--- config.mk ---
export PLATFORM = sky130hd
export DESIGN_NAME = usx_core
export DESIGN_NICKNAME = d
export VERILOG_FILES = /design/src/verilog/usx_pkg.sv /design/src/verilog/usx_core.sv /design/src/verilog/usx_baud_gen.sv
export VERILOG_INCLUDE_DIRS = /design/src /design/src/verilog
export SDC_FILE = /design/constraint.sdc
export NUM_CORES = 1
export LEC_CHECK = 0
export BUFFER_PORTS_ARGS = -buffer_cell sky130_fd_sc_hd__buf_2
export CAP_MARGIN = 20
export CORE_ASPECT_RATIO = 0.8
export CORE_MARGIN = 4
export CORE_UTILIZATION = 57
export CTS_BUF_LIST = sky130_fd_sc_hd__clkbuf_4 sky130_fd_sc_hd__clkbuf_8 sky130_fd_sc_hd__clkbuf_16
export CTS_CLUSTER_SIZE = 16
export DETAILED_ROUTE_END_ITERATION = 12
export PLACE_DENSITY_LB_ADDON = 0.1
export SETUP_SLACK_MARGIN = 0.4
export SYNTH_ARGS = -nofsm -noshare
export SYNTH_HDL_FRONTEND = slang
export SYNTH_SLANG_ARGS = --single-unit
--- constraint.sdc ---
create_clock -name aclk -period 2.95 [get_ports aclk]
set_clock_uncertainty 0.15 [all_clocks]
set_input_delay 0.1475 -clock aclk [delete_from_list [all_inputs] [get_ports aclk]]
set_output_delay 0.1475 -clock aclk [all_outputs]
set_load 0.005 [all_outputs]
--- src/verilog/usx_cfg.svh ---
// register map, field positions, reset values and timing counts of the serial transceiver
`ifndef USX_CFG_SVH
`define USX_CFG_SVH
// ==========================================================
// register indices, byte address is four times the index
`define USX_IDX_INT_CTRL 8'h0b
`define USX_IDX_PIRQ_FLAGS 8'h0c
`define USX_IDX_RX_STAT 8'h18
`define USX_IDX_TX_HOLD 8'h19
`define USX_IDX_RX_HOLD 8'h1a
`define USX_IDX_PIRQ_EN 8'h8c
`define USX_IDX_TX_STAT 8'h98
`define USX_IDX_BAUD_DIV 8'h99
`define USX_IDX_EVT_STS 8'hc0
`define USX_IDX_EVT_MASK 8'hc1
// ==========================================================
// field positions
`define USX_B_GLOBAL_IRQ 7
`define USX_B_PERIPH_IRQ 6
`define USX_B_RX_IRQ 5
`define USX_B_TX_IRQ 4
`define USX_B_PORT_ON 7
`define USX_B_RX_NINE 6
`define USX_B_SINGLE_RX 5
`define USX_B_CONT_RX 4
`define USX_B_FRAME_ERR 2
`define USX_B_OVERRUN 1
`define USX_B_RX_NINTH 0
`define USX_B_CLK_SRC 7
`define USX_B_TX_NINE 6
`define USX_B_TX_ON 5
`define USX_B_SYNC_MODE 4
`define USX_B_HIGH_SPEED 2
`define USX_B_SHIFT_EMPTY 1
`define USX_B_TX_NINTH 0
`define USX_E_RX_DONE 0
`define USX_E_TX_READY 1
`define USX_E_FRAME 2
`define USX_E_OVERRUN 3
// ==========================================================
// reset values and writable masks
`define USX_RST_BYTE 8'h00
`define USX_RST_EVT 4'h0
`define USX_RX_WMASK 8'hf0
`define USX_TX_WMASK 8'hf5
`define USX_INT_WMASK 8'hc0
// ==========================================================
// timing: sixteen baud ticks per bit, start checked at mid bit
`define USX_TICKS_LAST 4'hf
`define USX_TICKS_MID 4'h7
`define USX_BITS_EIGHT 4'h7
`define USX_BITS_NINE 4'h8
`define USX_RESP_OKAY 2'b00
`define USX_RESP_SLVERR 2'b10
`endif

--- src/verilog/usx_pkg.sv ---
// state types of the serial transceiver
package usx_pkg;
  typedef enum logic [3:0] {
    SER_IDLE = 4'h1,
    SER_START = 4'h2,
    SER_DATA = 4'h4,
    SER_STOP = 4'h8
  } usx_ser_e;
endpackage : usx_pkg

--- src/verilog/usx_core.sv ---
// serial transceiver: register file on an axi4-lite slave, asynchronous transmitter and receiver
//
// Behaviour
// - the serial port on bit gives the rx and tx pins to the port, and clearing it disables the port.
// - the nine-bit receive select bit picks nine-bit frames when set and eight-bit frames when clear.
// - single receive on is ignored in async and sync slave mode and clears itself after one sync master reception.
// - continuous receive on keeps reception running and overrides single receive on.
// - the framing fault flag is set by a bad stop bit and is updated when the next byte lands in the holding register.
// - the overrun fault flag is set on overrun and cleared only by clearing continuous receive on.
// - the transmit flag reaches the output only with its enable and both global and peripheral enables set; the transmit ready event needs only its mask bit.
// - with nine-bit transmit the ninth bit comes from the transmit ninth bit field, loaded before the byte.
// - setting transmit on also sets the transmit interrupt flag.
// - a write to the transmit holding register starts sending that byte.
// - a complete received word moves from the receive shift register into the receive holding register.
// - completing a reception sets the receive interrupt flag, which interrupts when its enable and both global and peripheral enables are set.
//
// Register access over AXI4-Lite was left to the implementer.
`include "usx_cfg.svh"
`timescale 1ns/10ps
module usx_core (
  input wire logic aclk, // system clock, 10 MHz
  input wire logic aresetn, // synchronous reset, low active
  input wire logic [11:0] s_axi_awaddr, // write address
  input wire logic s_axi_awvalid, // write address valid
  output logic s_axi_awready, // write address ready
  input wire logic [31:0] s_axi_wdata, // write data
  input wire logic [3:0] s_axi_wstrb, // write strobes
  input wire logic s_axi_wvalid, // write data valid
  output logic s_axi_wready, // write data ready
  output logic [1:0] s_axi_bresp, // write response
  output logic s_axi_bvalid, // write response valid
  input wire logic s_axi_bready, // write response ready
  input wire logic [11:0] s_axi_araddr, // read address
  input wire logic s_axi_arvalid, // read address valid
  output logic s_axi_arready, // read address ready
  output logic [31:0] s_axi_rdata, // read data
  output logic [1:0] s_axi_rresp, // read response
  output logic s_axi_rvalid, // read data valid
  input wire logic s_axi_rready, // read data ready
  input wire logic rx_in, // serial receive pin
  output logic tx_out, // serial transmit pin level
  output logic tx_oe, // transmit pin driven
  output logic irq // level interrupt
);
  // ==========================================================
  // state
  logic aw_hold_ff, w_hold_ff, bvalid_ff, rvalid_ff;
  logic [9:0] awaddr_ff;
  logic [7:0] wdata_ff;
  logic wstrb_ff;
  logic [1:0] bresp_ff, rresp_ff;
  logic [7:0] rdata_ff;
  logic [7:0] int_ctl_ff, pie_ff, rx_ctl_ff, tx_ctl_ff, baud_ff, tx_hold_ff, rx_hold_ff;
  logic tx_full_ff, rx_flag_ff, frame_bad_ff, overrun_ff, rx_ninth_ff;
  logic [3:0] evt_sts_ff, evt_mask_ff;
  usx_pkg::usx_ser_e tx_st_ff, rx_st_ff;
  logic [3:0] tx_tk_ff, tx_bit_ff, rx_tk_ff, rx_bit_ff;
  logic [8:0] tx_sh_ff, rx_sh_ff;
  logic rx_meta_ff, rx_sync_ff;
  logic tick;

  // ==========================================================
  // control bits
  wire port_on = rx_ctl_ff[`USX_B_PORT_ON];
  wire rx_nine = rx_ctl_ff[`USX_B_RX_NINE];
  wire single_rx = rx_ctl_ff[`USX_B_SINGLE_RX];
  wire cont_rx = rx_ctl_ff[`USX_B_CONT_RX];
  wire tx_on = tx_ctl_ff[`USX_B_TX_ON];
  wire tx_nine = tx_ctl_ff[`USX_B_TX_NINE];
  wire sync_master = tx_ctl_ff[`USX_B_SYNC_MODE] && tx_ctl_ff[`USX_B_CLK_SRC];
  wire shift_empty = (tx_st_ff == usx_pkg::SER_IDLE);
  wire tx_ready_flag = tx_on && !tx_full_ff;
  wire [7:0] pir = {2'b00, rx_flag_ff, tx_ready_flag, 4'h0};
  wire [7:0] rx_stat = {rx_ctl_ff[7:4], 1'b0, frame_bad_ff, overrun_ff, rx_ninth_ff};
  wire [7:0] tx_stat = {tx_ctl_ff[7:2], shift_empty, tx_ctl_ff[0]};

  // ==========================================================
  // axi4-lite handshakes and decode
  assign s_axi_awready = !aw_hold_ff && !bvalid_ff;
  assign s_axi_wready = !w_hold_ff && !bvalid_ff;
  assign s_axi_arready = !rvalid_ff;
  assign s_axi_bvalid = bvalid_ff;
  assign s_axi_bresp = bresp_ff;
  assign s_axi_rvalid = rvalid_ff;
  assign s_axi_rresp = rresp_ff;
  assign s_axi_rdata = {24'h000000, rdata_ff};
  wire wr_go = aw_hold_ff && w_hold_ff && !bvalid_ff;
  wire rd_go = s_axi_arvalid && !rvalid_ff;
  wire [7:0] wr_idx = awaddr_ff[9:2];
  wire [7:0] rd_idx = s_axi_araddr[9:2];
  wire we = wr_go && wstrb_ff;
  wire we_int = we && (wr_idx == `USX_IDX_INT_CTRL);
  wire we_pie = we && (wr_idx == `USX_IDX_PIRQ_EN);
  wire we_rx = we && (wr_idx == `USX_IDX_RX_STAT);
  wire we_tx = we && (wr_idx == `USX_IDX_TX_STAT);
  wire we_hold = we && (wr_idx == `USX_IDX_TX_HOLD);
  wire we_baud = we && (wr_idx == `USX_IDX_BAUD_DIV);
  wire we_sts = we && (wr_idx == `USX_IDX_EVT_STS);
  wire we_msk = we && (wr_idx == `USX_IDX_EVT_MASK);
  wire wr_hit = (wr_idx == `USX_IDX_INT_CTRL) || (wr_idx == `USX_IDX_PIRQ_EN) || (wr_idx == `USX_IDX_RX_STAT) ||
                (wr_idx == `USX_IDX_TX_STAT) || (wr_idx == `USX_IDX_TX_HOLD) || (wr_idx == `USX_IDX_BAUD_DIV) ||
                (wr_idx == `USX_IDX_EVT_STS) || (wr_idx == `USX_IDX_EVT_MASK) || (wr_idx == `USX_IDX_PIRQ_FLAGS) ||
                (wr_idx == `USX_IDX_RX_HOLD);
  wire rd_hold = rd_go && (rd_idx == `USX_IDX_RX_HOLD);
  wire wr_hit_rd = (rd_idx == `USX_IDX_INT_CTRL) || (rd_idx == `USX_IDX_PIRQ_EN) || (rd_idx == `USX_IDX_RX_STAT) ||
                   (rd_idx == `USX_IDX_TX_STAT) || (rd_idx == `USX_IDX_BAUD_DIV) || (rd_idx == `USX_IDX_EVT_STS) ||
                   (rd_idx == `USX_IDX_EVT_MASK) || (rd_idx == `USX_IDX_PIRQ_FLAGS) || (rd_idx == `USX_IDX_RX_HOLD);
  wire rd_hit = wr_hit_rd || (rd_idx == `USX_IDX_TX_HOLD);
  wire [7:0] rd_val = (rd_idx == `USX_IDX_INT_CTRL) ? int_ctl_ff :
                      (rd_idx == `USX_IDX_PIRQ_FLAGS) ? pir :
                      (rd_idx == `USX_IDX_RX_STAT) ? rx_stat :
                      (rd_idx == `USX_IDX_RX_HOLD) ? rx_hold_ff :
                      (rd_idx == `USX_IDX_PIRQ_EN) ? pie_ff :
                      (rd_idx == `USX_IDX_TX_STAT) ? tx_stat :
                      (rd_idx == `USX_IDX_BAUD_DIV) ? baud_ff :
                      (rd_idx == `USX_IDX_EVT_STS) ? {4'h0, evt_sts_ff} :
                      (rd_idx == `USX_IDX_EVT_MASK) ? {4'h0, evt_mask_ff} : 8'h00;

  // ==========================================================
  // write channel: address and data latched in either order
  always_ff @(posedge aclk) begin
    if (!aresetn) begin
      aw_hold_ff <= 1'b0;
      w_hold_ff <= 1'b0;
      bvalid_ff <= 1'b0;
      awaddr_ff <= 10'h000;
      wdata_ff <= `USX_RST_BYTE;
      wstrb_ff <= 1'b0;
      bresp_ff <= `USX_RESP_OKAY;
    end else begin
      if (s_axi_awvalid && s_axi_awready) begin
        aw_hold_ff <= 1'b1;
        awaddr_ff <= s_axi_awaddr[9:0];
      end
      if (s_axi_wvalid && s_axi_wready) begin
        w_hold_ff <= 1'b1;
        wdata_ff <= s_axi_wdata[7:0];
        wstrb_ff <= s_axi_wstrb[0];
      end
      if (wr_go) begin
        aw_hold_ff <= 1'b0;
        w_hold_ff <= 1'b0;
        bvalid_ff <= 1'b1;
        bresp_ff <= wr_hit ? `USX_RESP_OKAY : `USX_RESP_SLVERR;
      end else if (bvalid_ff && s_axi_bready) bvalid_ff <= 1'b0;
    end
  end

  // read channel: data registered one cycle after the address
  always_ff @(posedge aclk) begin
    if (!aresetn) begin
      rvalid_ff <= 1'b0;
      rdata_ff <= `USX_RST_BYTE;
      rresp_ff <= `USX_RESP_OKAY;
    end else if (rd_go) begin
      rvalid_ff <= 1'b1;
      rdata_ff <= rd_val;
      rresp_ff <= rd_hit ? `USX_RESP_OKAY : `USX_RESP_SLVERR;
    end else if (s_axi_rready) rvalid_ff <= 1'b0;
  end

  // ==========================================================
  // software registers
  always_ff @(posedge aclk) begin
    if (!aresetn) begin
      int_ctl_ff <= `USX_RST_BYTE;
      pie_ff <= `USX_RST_BYTE;
      tx_ctl_ff <= `USX_RST_BYTE;
      baud_ff <= `USX_RST_BYTE;
      evt_mask_ff <= `USX_RST_EVT;
    end else begin
      if (we_int) int_ctl_ff <= wdata_ff & `USX_INT_WMASK;
      if (we_pie) pie_ff <= wdata_ff;
      if (we_tx) tx_ctl_ff <= wdata_ff & `USX_TX_WMASK;
      if (we_baud) baud_ff <= wdata_ff;
      if (we_msk) evt_mask_ff <= wdata_ff[3:0];
    end
  end

  // ==========================================================
  // baud ticks, shared by both directions
  usx_baud_gen u_baud (
    .aclk(aclk),
    .aresetn(aresetn),
    .run(port_on),
    .high_speed(tx_ctl_ff[`USX_B_HIGH_SPEED]),
    .div(baud_ff),
    .tick(tick)
  );

  // ==========================================================
  // transmitter
  wire tx_run = port_on && tx_on;
  wire tx_load = tx_run && shift_empty && tx_full_ff;
  wire tx_bit_end = tick && (tx_tk_ff == `USX_TICKS_LAST);
  wire [3:0] tx_last = tx_nine ? `USX_BITS_NINE : `USX_BITS_EIGHT;
  assign tx_oe = port_on;
  assign tx_out = !port_on || (tx_st_ff == usx_pkg::SER_IDLE) || (tx_st_ff == usx_pkg::SER_STOP) ||
                  ((tx_st_ff == usx_pkg::SER_DATA) && tx_sh_ff[0]);

  // holding register: write fills it, the shifter empties it
  always_ff @(posedge aclk) begin
    if (!aresetn) begin
      tx_hold_ff <= `USX_RST_BYTE;
      tx_full_ff <= 1'b0;
    end else if (we_hold) begin
      tx_hold_ff <= wdata_ff;
      tx_full_ff <= 1'b1;
    end else if (tx_load) tx_full_ff <= 1'b0;
  end

  // frame sequencer, lsb first, ninth bit from the control field
  always_ff @(posedge aclk) begin
    if (!aresetn || !tx_run) begin
      tx_st_ff <= usx_pkg::SER_IDLE;
      tx_tk_ff <= 4'h0;
      tx_bit_ff <= 4'h0;
      tx_sh_ff <= 9'h1ff;
    end else begin
      if (tick) tx_tk_ff <= tx_tk_ff + 4'h1;
      unique case (tx_st_ff)
        usx_pkg::SER_IDLE: if (tx_load) begin
          tx_st_ff <= usx_pkg::SER_START;
          tx_tk_ff <= 4'h0;
          tx_sh_ff <= {tx_ctl_ff[`USX_B_TX_NINTH], tx_hold_ff};
        end
        usx_pkg::SER_START: if (tx_bit_end) begin
          tx_st_ff <= usx_pkg::SER_DATA;
          tx_bit_ff <= 4'h0;
        end
        usx_pkg::SER_DATA: if (tx_bit_end) begin
          tx_sh_ff <= {1'b1, tx_sh_ff[8:1]};
          tx_bit_ff <= tx_bit_ff + 4'h1;
          if (tx_bit_ff == tx_last) tx_st_ff <= usx_pkg::SER_STOP;
        end
        usx_pkg::SER_STOP: if (tx_bit_end) tx_st_ff <= usx_pkg::SER_IDLE;
        default: tx_st_ff <= usx_pkg::SER_IDLE;
      endcase
    end
  end

  // ==========================================================
  // receiver
  wire rx_run = port_on && (cont_rx || (sync_master && single_rx)) && !overrun_ff;
  wire rx_sample = tick && (rx_tk_ff == `USX_TICKS_LAST);
  wire [3:0] rx_last = rx_nine ? `USX_BITS_NINE : `USX_BITS_EIGHT;
  wire rx_done = (rx_st_ff == usx_pkg::SER_STOP) && rx_sample;
  wire rx_bad_stop = !rx_sync_ff;
  wire [7:0] rx_word = rx_nine ? rx_sh_ff[7:0] : rx_sh_ff[8:1];
  wire ovr_set = rx_done && rx_flag_ff;
  wire rx_land = rx_done && !rx_flag_ff;

  // pin synchroniser
  always_ff @(posedge aclk) begin
    if (!aresetn) begin
      rx_meta_ff <= 1'b1;
      rx_sync_ff <= 1'b1;
    end else begin
      rx_meta_ff <= rx_in;
      rx_sync_ff <= rx_meta_ff;
    end
  end

  // frame sequencer, start confirmed at mid bit
  always_ff @(posedge aclk) begin
    if (!aresetn || !rx_run) begin
      rx_st_ff <= usx_pkg::SER_IDLE;
      rx_tk_ff <= 4'h0;
      rx_bit_ff <= 4'h0;
      rx_sh_ff <= 9'h000;
    end else begin
      if (tick) rx_tk_ff <= rx_tk_ff + 4'h1;
      unique case (rx_st_ff)
        usx_pkg::SER_IDLE: if (!rx_sync_ff) begin
          rx_st_ff <= usx_pkg::SER_START;
          rx_tk_ff <= 4'h0;
        end
        usx_pkg::SER_START: if (tick && rx_tk_ff == `USX_TICKS_MID) begin
          rx_st_ff <= rx_sync_ff ? usx_pkg::SER_IDLE : usx_pkg::SER_DATA;
          rx_tk_ff <= 4'h0;
          rx_bit_ff <= 4'h0;
        end
        usx_pkg::SER_DATA: if (rx_sample) begin
          rx_sh_ff <= {rx_sync_ff, rx_sh_ff[8:1]};
          rx_bit_ff <= rx_bit_ff + 4'h1;
          if (rx_bit_ff == rx_last) rx_st_ff <= usx_pkg::SER_STOP;
        end
        usx_pkg::SER_STOP: if (rx_sample) rx_st_ff <= usx_pkg::SER_IDLE;
        default: rx_st_ff <= usx_pkg::SER_IDLE;
      endcase
    end
  end

  // holding register and fault flags
  always_ff @(posedge aclk) begin
    if (!aresetn) begin
      rx_hold_ff <= `USX_RST_BYTE;
      rx_flag_ff <= 1'b0;
      frame_bad_ff <= 1'b0;
      rx_ninth_ff <= 1'b0;
      overrun_ff <= 1'b0;
    end else begin
      if (rx_land) begin
        rx_hold_ff <= rx_word;
        rx_ninth_ff <= rx_nine && rx_sh_ff[8];
        frame_bad_ff <= rx_bad_stop;
        rx_flag_ff <= 1'b1;
      end else if (rd_hold) rx_flag_ff <= 1'b0;
      if (ovr_set) overrun_ff <= 1'b1;
      else if (!cont_rx) overrun_ff <= 1'b0;
    end
  end

  // receive control, single receive clears itself in sync master mode
  always_ff @(posedge aclk) begin
    if (!aresetn) rx_ctl_ff <= `USX_RST_BYTE;
    else if (we_rx) rx_ctl_ff <= wdata_ff & `USX_RX_WMASK;
    else if (rx_done && sync_master && !cont_rx) rx_ctl_ff[`USX_B_SINGLE_RX] <= 1'b0;
  end

  // ==========================================================
  // event status, write one to clear, a new event wins
  wire [3:0] evt_set;
  assign evt_set[`USX_E_RX_DONE] = rx_land;
  assign evt_set[`USX_E_TX_READY] = tx_load;
  assign evt_set[`USX_E_FRAME] = rx_land && rx_bad_stop;
  assign evt_set[`USX_E_OVERRUN] = ovr_set;
  always_ff @(posedge aclk) begin
    if (!aresetn) evt_sts_ff <= `USX_RST_EVT;
    else evt_sts_ff <= evt_set | (evt_sts_ff & ~(we_sts ? wdata_ff[3:0] : 4'h0));
  end

  // interrupt output
  wire periph_irq = |(pir & pie_ff);
  wire gate_on = int_ctl_ff[`USX_B_GLOBAL_IRQ] && int_ctl_ff[`USX_B_PERIPH_IRQ];
  assign irq = (gate_on && periph_irq) || |(evt_sts_ff & evt_mask_ff);
endmodule : usx_core

--- src/verilog/usx_baud_gen.sv ---
// baud tick generator, sixteen ticks per serial bit
`timescale 1ns/10ps
module usx_baud_gen (
  input wire logic aclk, // system clock
  input wire logic aresetn, // synchronous reset, low active
  input wire logic run, // counts while high
  input wire logic high_speed, // divide by div+1 instead of 4*(div+1)
  input wire logic [7:0] div, // baud divisor
  output logic tick // one-cycle tick
);
  logic [9:0] cnt_ff;
  wire [9:0] reload = high_speed ? {2'b00, div} : {div, 2'b11};

  // ==========================================================
  // down counter, reloads on zero
  always_ff @(posedge aclk) begin
    if (!aresetn || !run) cnt_ff <= 10'h000;
    else if (cnt_ff == 10'h000) cnt_ff <= reload;
    else cnt_ff <= cnt_ff - 10'h001;
  end

  assign tick = run && (cnt_ff == 10'h000);
endmodule : usx_baud_gen

==> results of run 1 <==
logic make-up (layout without fill, tap and decap cells):
kind of cell    count (synthesis)  in the layout  share of synthesized area
simple gates                  334            335                      0.240
compound gates                195            195                      0.177
flops                         142            142                      0.408
buf+inv                        89            145                     0.0651
mux                            56             56                     0.0807
xor+xnor                       14             14                     0.0176
fa+ha+maj                       6              6                     0.0108
other cells                     1             26                   0.000539
where the power goes:
group,internal (mW),switching (mW)
combinational,0.0824,0.115
clock,1.51,0.878
sequential,1.94,0.0390
sequential cells by signal, summed over array words and instances, names as in the netlist, 4 cells and up:
name	flops
tx_hold_ff	8
awaddr_ff	8
evt_mask_ff	4
rx_sh_ff	9
evt_sts_ff	4
pie_ff	8
tx_sh_ff	9
rdata_ff	8
wdata_ff	8
rx_tk_ff	4
baud_ff	8
u_baud.cnt_ff	10
tx_tk_ff	4
rx_ctl_ff	4
tx_st_ff	4
tx_bit_ff	4
rx_bit_ff	4
tx_ctl_ff	6
rx_st_ff	4
rx_hold_ff	8
layout make-up:
cell class	count	share of cell area
repair buffers	96	0.0877
clock buffers	17	0.0513
clock inverters	15	0.0282
inverters	17	0.00769
multi-input cells	632	0.460
well taps	148	0.0223
flip-flops and latches	142	0.343
worst reg2reg max path, delay by kind of cell, from the launching register on:
family,cells,cell delay [ns]
fa+ha+maj,1,0.13
buf+inv,2,0.23
flops,1,0.32
compound gates,2,0.32
simple gates,3,1.29
worst max-delay path by stage:
stage,slack (ns),end,cells after the start
floorplan,0.47,rx_hold_ff[0],9
global placement,0.33,rx_ninth_ff,8
detailed placement,0.27,rx_ninth_ff,8
CTS,0.41,rx_ctl_ff[5],8
global route,0.35,frame_bad_ff,8
finish,0.42,rx_ctl_ff[5],8
layer usage:
metal  track usage  vias to the layer above
met3        0.0572                       30
met1         0.349                     3061
met2         0.419                      268
met5             0                        -
li1              -                     3089
met4        0.0630                        0
layout by cell type (no fill, tap or decap), types with 4 or more instances in the layout:
cell	instances
sky130_fd_sc_hd__dfxtp_1	140
sky130_fd_sc_hd__nand2_1	109
sky130_fd_sc_hd__nor2_1	82
sky130_fd_sc_hd__a21oi_1	74
sky130_fd_sc_hd__mux2i_1	55
sky130_fd_sc_hd__buf_2	50
sky130_fd_sc_hd__o21ai_0	45
sky130_fd_sc_hd__nand3_1	29
sky130_fd_sc_hd__conb_1	26
sky130_fd_sc_hd__nor3_1	22
sky130_fd_sc_hd__dlygate4sd3_1	20
sky130_fd_sc_hd__buf_4	19
sky130_fd_sc_hd__clkbuf_16	18
sky130_fd_sc_hd__inv_1	14
sky130_fd_sc_hd__a31oi_1	13
sky130_fd_sc_hd__nor2b_1	12
sky130_fd_sc_hd__xor2_1	11
sky130_fd_sc_hd__a211oi_1	10
sky130_fd_sc_hd__a211oi_2	9
sky130_fd_sc_hd__nor3b_1	8
sky130_fd_sc_hd__or3_1	7
sky130_fd_sc_hd__nor4b_1	7
sky130_fd_sc_hd__and3_1	7
sky130_fd_sc_hd__nand4b_1	6
sky130_fd_sc_hd__nand2b_1	6
sky130_fd_sc_hd__and2_1	5
sky130_fd_sc_hd__ha_1	5
sky130_fd_sc_hd__bufinv_16	5
sky130_fd_sc_hd__nand4_1	4
sky130_fd_sc_hd__nor4_1	4
sky130_fd_sc_hd__clkinv_4	4
what timing repair did:
action                                  CTS  global route
setup buffers                             8             4
endpoints found under the setup margin   28            28
cloned                                    1             2
resized for setup                        13             5
pin swaps                                 2            11
hold endpoints to repair                 20             0
hold buffers                             20             0
==> reports/summary.txt, run 1 <==
run status -> completed
clk sink count -> 142
synthesized cell area -> 0.00696 sq mm
cts bufs inserted -> 17
endpoint of the most critical register-to-register path -> rx_ctl_ff[5]
top fanout value on the critical path -> 5
Reg clk slew, reported paths -> 0.06 ns
timing-limited maximum frequency -> 396 MHz
max cap viols -> 0
minimum setup slack after placement -> 0.269 ns
Bufs on Longest Clock Path -> 2
dominant synthesized flop cell -> sky130_fd_sc_hd__dfxtp_1
Critical Path End Type -> flip-flop
crit path launch -> u_baud.cnt_ff[0]
met2 WL -> 8510 um
number of enable flip-flop cells after synthesis -> 0
ant diodes -> 0
final wirelength -> 18300 um
starting utilization of the core area -> 0.593
insertion delay to the later sink of the worst-skew pair -> 0.42 ns
total of endpoints with negative setup slack in the final report -> 0
average wire per standard cell -> 17.2 um
vertical die dimension -> 107 um
pin count of the biggest net entering global routing -> 46
I/O Pins -> 112
std cell rows -> 35
hold path start -> aresetn
total negative slack for setup checks -> 0 ns
setup repair after global routing missed its margin -> yes
cell with the largest stage delay on the worst path -> sky130_fd_sc_hd__or4_4
synthesized flop and latch total -> 142
number of antenna violations at the first check in global routing -> 0
global-route wire length before repair -> 29800 um
highest signal layer in the routed design -> met4
post-layout total power -> 4.57 mW
fin crit period -> 2.53 ns
Finished Core Util -> 0.707
global placer's final weighted congestion -> 0.976
fraction of final layout cells with drive strength greater than 1 -> 0.158
Hold Fails Final Rpt -> 0
CTS tree -> done
met3 wire length -> 1230 um
Die X -> 132 um
initial DRC count -> 624
area post-placement -> 0.00721 sq mm
fraction of registers with async set/reset -> 0
Worst Hold Slack -> 0.0227 ns
cell depth of the worst min-delay path -> 3
area of the multi-input gates -> 0.00382 sq mm
sequential element share of the synthesized area -> 0.408
die area -> 0.0141 sq mm
final critical-path share of the clock period -> 0.857
Critical Path RT -> 3.11 ns
DP Cell Count -> 1000
synthesized area divided by synthesized cell count -> 8.31 sq um
minimum setup slack among reg-to-reg paths -> 0.42 ns
Final Instance Area -> 0.00830 sq mm
Pre-antenna DRT Iters -> 5
routed via count -> 6448
fillcell total -> 910
cell type contributing the most total cell area after synthesis -> sky130_fd_sc_hd__dfxtp_1
footprint of the flip-flops and latches -> 0.00285 sq mm
max-slew violation total from the final report -> 0
crit-path cells -> inv_2 > ha_4 > or4b_4 > or4_4 > buf_6 > o41ai_2 > or2_4 > a21oi_2
Finished Layout Cells -> 1067
Cell variety after synth -> 69
global routing usage summed across all routing layers -> 0.257
grt total ovfl -> 0
beginning of the worst register-to-register path -> u_baud.cnt_ff[0]
top cell types by occurrence after synthesis -> sky130_fd_sc_hd__dfxtp_1, sky130_fd_sc_hd__nand2_1, sky130_fd_sc_hd__nor2_1
Post-Syn Instances -> 837
worst-case reg-to-reg path depth -> 8
static leakage power -> 3.02 nW
Max transition margin -> 0.416
class of the most critical setup path -> reg -> reg
CTS Root Buffer Type -> sky130_fd_sc_hd__clkbuf_16
Metal-1 WL -> 8330 um
HPWL after detailed placement -> 12400 um
signal arrival time at the worst endpoint -> 2.69 ns
Synth top area share -> 0.408
count of port buffers added during placement -> 50
most frequently used cell type in the post-synthesis netlist -> sky130_fd_sc_hd__dfxtp_1
routed vias/inst -> 6.04
antenna violation net count after detailed routing -> 0
type of element launching the critical path -> flip-flop
final worst setup slack -> 0.422 ns
most area-consuming cells after synthesis -> sky130_fd_sc_hd__dfxtp_1, sky130_fd_sc_hd__mux2i_1, sky130_fd_sc_hd__nand2_1, sky130_fd_sc_hd__a21oi_1, sky130_fd_sc_hd__nor2_1
pwr dens -> 551 mW/mm^2
HP Class -> in -> reg
core region area -> 0.0117 sq mm
total number of yosys warnings -> 0
worst ir drop on vdd -> 0.392 mV
largest stage delay on the critical path -> 0.62 ns
via count of the first global-routing pass -> 5972
hold worst-path end -> rx_sync_ff
CTS H-tree depth -> 4
detailed-route DRC error count -> 0
transition time at the pin with the least slew margin -> 0.874 ns
net count of the finished layout -> 980
critical path's top delay family -> simple AND/OR/NAND/NOR gates
Crit path buffers/inverters -> 2
area delta synth->final -> 19.3%
(Power assumes the default switching activity.)
==> run 2: changes to the inputs <==
==> constraint.sdc (replaced) <==
create_clock -name aclk -period 2.6 [get_ports aclk]
set_clock_uncertainty 0.15 [all_clocks]
set_input_delay 0.13 -clock aclk [delete_from_list [all_inputs] [get_ports aclk]]
set_output_delay 0.13 -clock aclk [all_outputs]
set_load 0.005 [all_outputs]
==> run 2 against run 1 <==
Maximum frequency grew 0.30%; non-clock buffer count increased by 26; worst setup slack got worse by 0.34 ns; critical path depth unchanged; critical endpoint is now rx_ninth_ff; largest power group unchanged; highest routed layer unchanged.
==> reports/summary.txt, run 2 (synthesized netlist as in run 1, its figures left out) <==
Worst Hold Slack -> 0.0324 ns (+0.00978 ns)
crit-path cells -> inv_4 > ha_4 > or4b_4 > nor4_1 > buf_4 > or3b_2 > nand2_1 > a21oi_1
Reg clk slew, reported paths -> 0.06 ns (about the same)
core region area -> 0.0117 sq mm (unchanged)
HP Class -> in -> reg
Critical Path End Type -> flip-flop
max FFs per register -> 10 (unchanged)
CTS H-tree depth -> 4 (unchanged)
setup repair after global routing missed its margin -> yes
transition time at the pin with the least slew margin -> 0.850 ns (-0.0246 ns)
HPWL after detailed placement -> 12700 um (+2.5%)
total negative slack for setup checks -> 0 ns (unchanged)
register with the most flip-flops -> u_baud.cnt_ff
number of antenna violations at the first check in global routing -> 0 (unchanged)
post-layout total power -> 4.96 mW (+8.5%)
max-slew violation total from the final report -> 0 (unchanged)
std cell rows -> 35 (unchanged)
global routing usage summed across all routing layers -> 0.274 (+0.0173)
initial DRC count -> 552 (-12%)
signal arrival time at the worst endpoint -> 2.64 ns (-0.05 ns)
net count of the finished layout -> 1005 (+2.6%)
fillcell total -> 853 (-6.3%)
starting utilization of the core area -> 0.593 (unchanged)
grt total ovfl -> 0 (unchanged)
largest stage delay on the critical path -> 0.48 ns (-0.14 ns)
Hold Fails Final Rpt -> 0 (unchanged)
detailed-route DRC error count -> 0 (unchanged)
global placer's final weighted congestion -> 0.957 (-1.9%)
global-route wire length before repair -> 31600 um (+6.0%)
timing-limited maximum frequency -> 397 MHz (+0.30%)
CTS Root Buffer Type -> sky130_fd_sc_hd__clkbuf_16
vertical die dimension -> 107 um (unchanged)
worst ir drop on vdd -> 0.439 mV (+12%)
Bufs on Longest Clock Path -> 2 (unchanged)
CTS tree -> done
max cap viols -> 0 (unchanged)
area post-placement -> 0.00730 sq mm (+1.2%)
Critical Path RT -> 2.72 ns (-0.39 ns)
largest registers ranked by flip-flop count -> u_baud.cnt_ff x10, rx_sh_ff x9, tx_sh_ff x9
fraction of final layout cells with drive strength greater than 1 -> 0.218 (+0.0604)
cell with the largest stage delay on the worst path -> sky130_fd_sc_hd__or4b_4
run status -> completed
count of port buffers added during placement -> 50 (unchanged)
top library cells by usage in the layout, fill and taps aside -> sky130_fd_sc_hd__dfxtp_1, sky130_fd_sc_hd__nand2_1, sky130_fd_sc_hd__nor2_1
routed vias/inst -> 6.10 (+0.88%)
type of element launching the critical path -> flip-flop
cts bufs inserted -> 17 (unchanged)
final wirelength -> 19500 um (+6.5%)
Final Instance Area -> 0.00867 sq mm (+4.4%)
pwr dens -> 572 mW/mm^2 (+3.9%)
Finished Layout Cells -> 1092 (+2.3%)
Die X -> 132 um (unchanged)
via count of the first global-routing pass -> 6340 (+6.2%)
Pre-antenna DRT Iters -> 6 (+1)
area delta synth->final -> 24.5%
ant diodes -> 0 (unchanged)
Max transition margin -> 0.433 (+0.0164)
class of the most critical setup path -> reg -> reg
final critical-path share of the clock period -> 0.969 (+0.112)
total of endpoints with negative setup slack in the final report -> 0 (unchanged)
fin crit period -> 2.52 ns (-0.00764 ns)
pin count of the biggest net entering global routing -> 44 (-4.3%)
routed via count -> 6657 (+3.2%)
static leakage power -> 3.18 nW (+5.4%)
final worst setup slack -> 0.0798 ns (-0.342 ns)
insertion delay to the later sink of the worst-skew pair -> 0.42 ns (about the same)
die area -> 0.0141 sq mm (unchanged)
clk sink count -> 142 (unchanged)
minimum setup slack after placement -> 0.0630 ns (-0.206 ns)
DP Cell Count -> 1011 (+1.1%)
average wire per standard cell -> 17.9 um (+4.0%)
leading cell type in the layout, fill and taps excluded -> sky130_fd_sc_hd__dfxtp_1
Finished Core Util -> 0.738 (+0.0313)
top fanout value on the critical path -> 3 (-2)
antenna violation net count after detailed routing -> 0 (unchanged)
I/O Pins -> 112 (unchanged)
-- run 2: worst paths after layout --
check	from	endpoint	slack, ns	cells past startpoint
hold / removal	s_axi_wvalid	w_hold_ff	0.03	3
hold reg to reg	rx_meta_ff	rx_sync_ff	0.26	1
setup / recovery	u_baud.cnt_ff[0]	rx_ninth_ff	0.08	8
setup reg to reg	u_baud.cnt_ff[0]	rx_ninth_ff	0.08	8
-- run 2: worst max-delay path: cells and delay by family (launching register included) --
kind                       cells  cell delay (ns)
and+or+nand+nor                4             1.43
DFF                            1             0.34
buffers and inverters          2             0.27
adders and majority gates      1             0.13
AOI/OAI and AO/OA              1             0.06
-- run 2: what timing repair did --
| action | 4_1_cts | 5_1_grt |
|---|---|---|
| hold buffers | 22 | 0 |
| pin swaps | 28 | 17 |
| setup buffers | 16 | 6 |
| resized for setup | 46 | 30 |
| hold endpoints to repair | 21 | 0 |
| setup endpoints to repair | 38 | 90 |
| cloned | 4 | 1 |
-- run 2: final cells by class --
type / count / area [sq um] / area share
Multi-Input combinational cell: 631 / 3990 / 0.461
Tap cell: 148 / 185 / 0.0214
Clock inverter: 14 / 168 / 0.0193
Inverter: 17 / 66.3 / 0.00765
Clock buffer: 18 / 433 / 0.0499
Timing Repair Buffer: 122 / 976 / 0.113
Sequential cell: 142 / 2850 / 0.328
-- run 2: layer usage --
metal | vias up | routed length (um) | GRT usage
met2 | 284 | 9090 | 0.451
met4 | 0 | 437 | 0.0960
met1 | 3187 | 8660 | 0.363
li1 | 3134 | - | -
met3 | 52 | 1350 | 0.0539
met5 | - | 0 | 0
-- run 2: where the power goes --
group | leakage (nW) | internal [mW] | total, mW | switching [mW]
Sequential | 1.15 | 2.20 | 2.25 | 0.0458
Clock | 0.289 | 1.52 | 2.48 | 0.959
Combinational | 1.74 | 0.0987 | 0.234 | 0.135
Total | 3.18 | 3.82 | 4.96 | 1.14
==> run 3: changes to the inputs <==
--- a/config.mk
+++ b/config.mk
@@ -6,11 +6,11 @@
 export SDC_FILE = /design/constraint.sdc
 export NUM_CORES = 1
 export LEC_CHECK = 0
-export BUFFER_PORTS_ARGS = -buffer_cell sky130_fd_sc_hd__buf_2
+export BUFFER_PORTS_ARGS = -buffer_cell sky130_fd_sc_hd__buf_4
 export CAP_MARGIN = 20
 export CORE_ASPECT_RATIO = 0.8
 export CORE_MARGIN = 4
-export CORE_UTILIZATION = 57
+export CORE_UTILIZATION = 30
 export CTS_BUF_LIST = sky130_fd_sc_hd__clkbuf_4 sky130_fd_sc_hd__clkbuf_8 sky130_fd_sc_hd__clkbuf_16
 export CTS_CLUSTER_SIZE = 16
 export DETAILED_ROUTE_END_ITERATION = 12
==> run 3 against run 2 <==
Count of clock-buffer cells in the layout rose by 2; maximum frequency grew 2.4%; utilization fell by 33 points; final area up 5.4%; total power up 0.63%; first-iteration DRC count shrank 45%; critical path type unchanged; critical endpoint is now rx_ctl_ff[5]; largest cell class unchanged; highest routed layer unchanged.
==> reports/summary.txt, run 3 (synthesized netlist as in run 1, its figures left out) <==
CTS H-tree depth -> 4 (unchanged)
ant diodes -> 0 (unchanged)
core region area -> 0.0226 sq mm (+93%)
fillcell total -> 2279 (+170%)
vertical die dimension -> 144 um (+35%)
max-slew violation total from the final report -> 0 (unchanged)
area of the multi-input gates -> 0.00393 sq mm (-1.5%)
worst ir drop on vdd -> 0.416 mV (-5.3%)
Crit path buffers/inverters -> 2 (unchanged)
insertion delay to the later sink of the worst-skew pair -> 0.42 ns (about the same)
via count of the first global-routing pass -> 5926 (-6.5%)
global routing usage summed across all routing layers -> 0.165 (-0.109)
crit-path cells -> inv_2 > ha_4 > or4b_4 > or4_4 > buf_6 > o41ai_2 > or2_4 > a21oi_2
final critical-path share of the clock period -> 0.946 (-0.0231)
run status -> completed
max FFs per register -> 10 (unchanged)
global-route wire length before repair -> 33400 um (+5.7%)
grt total ovfl -> 0 (unchanged)
register with the most flip-flops -> u_baud.cnt_ff
CTS tree -> done
global placer's final weighted congestion -> 0.799 (-16%)
total negative slack for setup checks -> 0 ns (unchanged)
Bufs on Longest Clock Path -> 2 (unchanged)
timing-limited maximum frequency -> 406 MHz (+2.4%)
I/O Pins -> 112 (unchanged)
pwr dens -> 547 mW/mm^2 (-4.5%)
cts bufs inserted -> 17 (unchanged)
starting utilization of the core area -> 0.308 (-0.285)
Critical Path End Type -> flip-flop
top fanout value on the critical path -> 4 (+1)
transition time at the pin with the least slew margin -> 0.793 ns (-0.0566 ns)
fin crit period -> 2.46 ns (-0.0599 ns)
setup repair after global routing missed its margin -> yes
die area -> 0.0257 sq mm (+83%)
fraction of power spent switching nets -> 0.241 (+0.0113)
hold path start -> s_axi_arvalid
Finished Layout Cells -> 1276 (+17%)
Die X -> 178 um (+36%)
area delta synth->final -> 31.2%
max cap viols -> 0 (unchanged)
worst-case reg-to-reg path depth -> 8 (unchanged)
hold worst-path end -> rdata_ff[6]
detailed-route DRC error count -> 0 (unchanged)
total of endpoints with negative setup slack in the final report -> 0 (unchanged)
beginning of the worst register-to-register path -> u_baud.cnt_ff[1]
count of port buffers added during placement -> 50 (unchanged)
Hold Fails Final Rpt -> 0 (unchanged)
internal portion of total power -> 3.79 mW (-0.85%)
std cell rows -> 49 (+40%)
clk sink count -> 142 (unchanged)
signal arrival time at the worst endpoint -> 2.60 ns (-0.04 ns)
initial DRC count -> 304 (-45%)
fraction of final layout cells with drive strength greater than 1 -> 0.222 (+0.00343)
critical path's top delay family -> simple AND/OR/NAND/NOR gates
final wirelength -> 21100 um (+8.3%)
footprint of the flip-flops and latches -> 0.00285 sq mm (about the same)
minimum setup slack among reg-to-reg paths -> 0.14 ns (+0.06 ns)
largest registers ranked by flip-flop count -> u_baud.cnt_ff x10, rx_sh_ff x9, tx_sh_ff x9
HP Class -> in -> reg
antenna violation net count after detailed routing -> 0 (unchanged)
cell with the largest stage delay on the worst path -> sky130_fd_sc_hd__or4b_4
cell depth of the worst min-delay path -> 3 (unchanged)
routed via count -> 6305 (-5.3%)
Net Sw Power -> 1.20 mW (+5.6%)
net count of the finished layout -> 1031 (+2.6%)
Critical Path RT -> 2.74 ns (+0.02 ns)
Pre-antenna DRT Iters -> 4 (-2)
average wire per standard cell -> 16.6 um (-7.3%)
number of antenna violations at the first check in global routing -> 0 (unchanged)
Reg clk slew, reported paths -> 0.07 ns (about the same)
endpoint of the most critical register-to-register path -> rx_ctl_ff[5]
HPWL after detailed placement -> 14400 um (+14%)
DP Cell Count -> 1185 (+17%)
proportion of power drawn by the clock network -> 0.499 (about the same)
Max transition margin -> 0.467 (+0.0345)
proportion of power drawn by flip-flops and latches -> 0.451 (-0.003)
static leakage power -> 3.33 nW (+4.5%)
CTS Root Buffer Type -> sky130_fd_sc_hd__clkbuf_16
top library cells by usage in the layout, fill and taps aside -> sky130_fd_sc_hd__dfxtp_1, sky130_fd_sc_hd__nand2_1, sky130_fd_sc_hd__buf_4
class of the most critical setup path -> reg -> reg
leading cell type in the layout, fill and taps excluded -> sky130_fd_sc_hd__dfxtp_1
pin count of the biggest net entering global routing -> 29 (-34%)
type of element launching the critical path -> flip-flop
routed vias/inst -> 4.94 (-19%)
largest stage delay on the critical path -> 0.50 ns (+0.02 ns)
combinational cell fraction of total power -> 0.051 (+0.004)
run 3: cell count changes in the layout (fill, tap and decap cells not counted), moves of 2 or more:
cell                       delta
sky130_fd_sc_hd__nand3_2      -3
sky130_fd_sc_hd__o21ai_1      -2
sky130_fd_sc_hd__buf_6        +6
sky130_fd_sc_hd__clkinv_2     -2
sky130_fd_sc_hd__a21oi_1      +5
sky130_fd_sc_hd__o21ai_0      +2
sky130_fd_sc_hd__nand2_2      -9
sky130_fd_sc_hd__nand3_1      +3
sky130_fd_sc_hd__a21oi_2      -5
sky130_fd_sc_hd__buf_4       +68
sky130_fd_sc_hd__buf_2       -48
sky130_fd_sc_hd__nand2_1      +8
run 3: layer usage:
metal / vias up / wire length (um) / track usage / part of all wire
met5: - / 0 / 0 / 0
met4: 0 / 331 / 0.0460 / 0.016
met3: 24 / 799 / 0.0311 / 0.038
met2: 116 / 8700 / 0.235 / 0.41
met1: 2965 / 11300 / 0.254 / 0.54
li1: 3200 / - / - / -
run 3: final cells by class:
class / instances / area share
sequential: 142 / 0.312
tap: 306 / 0.0419
clock inverter: 12 / 0.0151
inverter: 17 / 0.00699
timing repair buffer: 148 / 0.144
multi-input combinational: 631 / 0.431
clock buffer: 20 / 0.0497
run 3: what timing repair did:
| action | CTS | global route |
|---|---|---|
| resized for setup | 19 | 40 |
| endpoints found under the hold margin | 28 | 0 |
| hold buffers | 22 | 0 |
| endpoints found under the setup margin | 37 | 58 |
| buffers inserted | 20 | 12 |
| cloned | 3 | 2 |
| pin swaps | 5 | 27 |
run 3: how the worst max path moves through the flow:
stage	slack, ns	cells after the start	to	from
after floorplan	0.24	9	rx_hold_ff[0]	u_baud.cnt_ff[0]
after global placement	0.12	8	rx_hold_ff[0]	u_baud.cnt_ff[0]
after detailed placement	0.08	8	rx_hold_ff[7]	u_baud.cnt_ff[0]
after CTS	0.17	8	rx_ctl_ff[5]	u_baud.cnt_ff[0]
after global routing	0.09	8	rx_ctl_ff[5]	u_baud.cnt_ff[1]
final	0.14	8	rx_ctl_ff[5]	u_baud.cnt_ff[1]
run 3: power by group through the flow:
| stage | logic (mW) | clock network [mW] | registers, mW |
|---|---|---|---|
| after CTS | 0.252 | 2.55 | 2.25 |
| after detailed placement | 0.223 | 0 | 2.30 |
| after global routing | 0.283 | 2.64 | 2.25 |
| after floorplan | 0.157 | 0 | 2.28 |
| after global placement | 0.224 | 0 | 2.30 |
| final | 0.252 | 2.49 | 2.25 |
run 3: worst min-delay path, stage by stage:
cell	delay, ns
sky130_fd_sc_hd__buf_4	0.08
sky130_fd_sc_hd__nor2b_1	0.22
sky130_fd_sc_hd__a211oi_1	0.12
run 3: per-stage QoR:
step	power, mW	cell area (sq um)	hold WS, ns	setup WS [ns]	utilization
finish	4.99	9130	0.0258	0.140	0.404
global route	5.18	9130	0.0590	0.0860	0.404
CTS	5.05	8860	0.0211	0.173	0.392
detailed placement	2.52	7750	0.168	0.0752	0.342
global placement	2.52	7750	0.169	0.125	0.342
floorplan	2.43	7070	0.0815	0.238	-
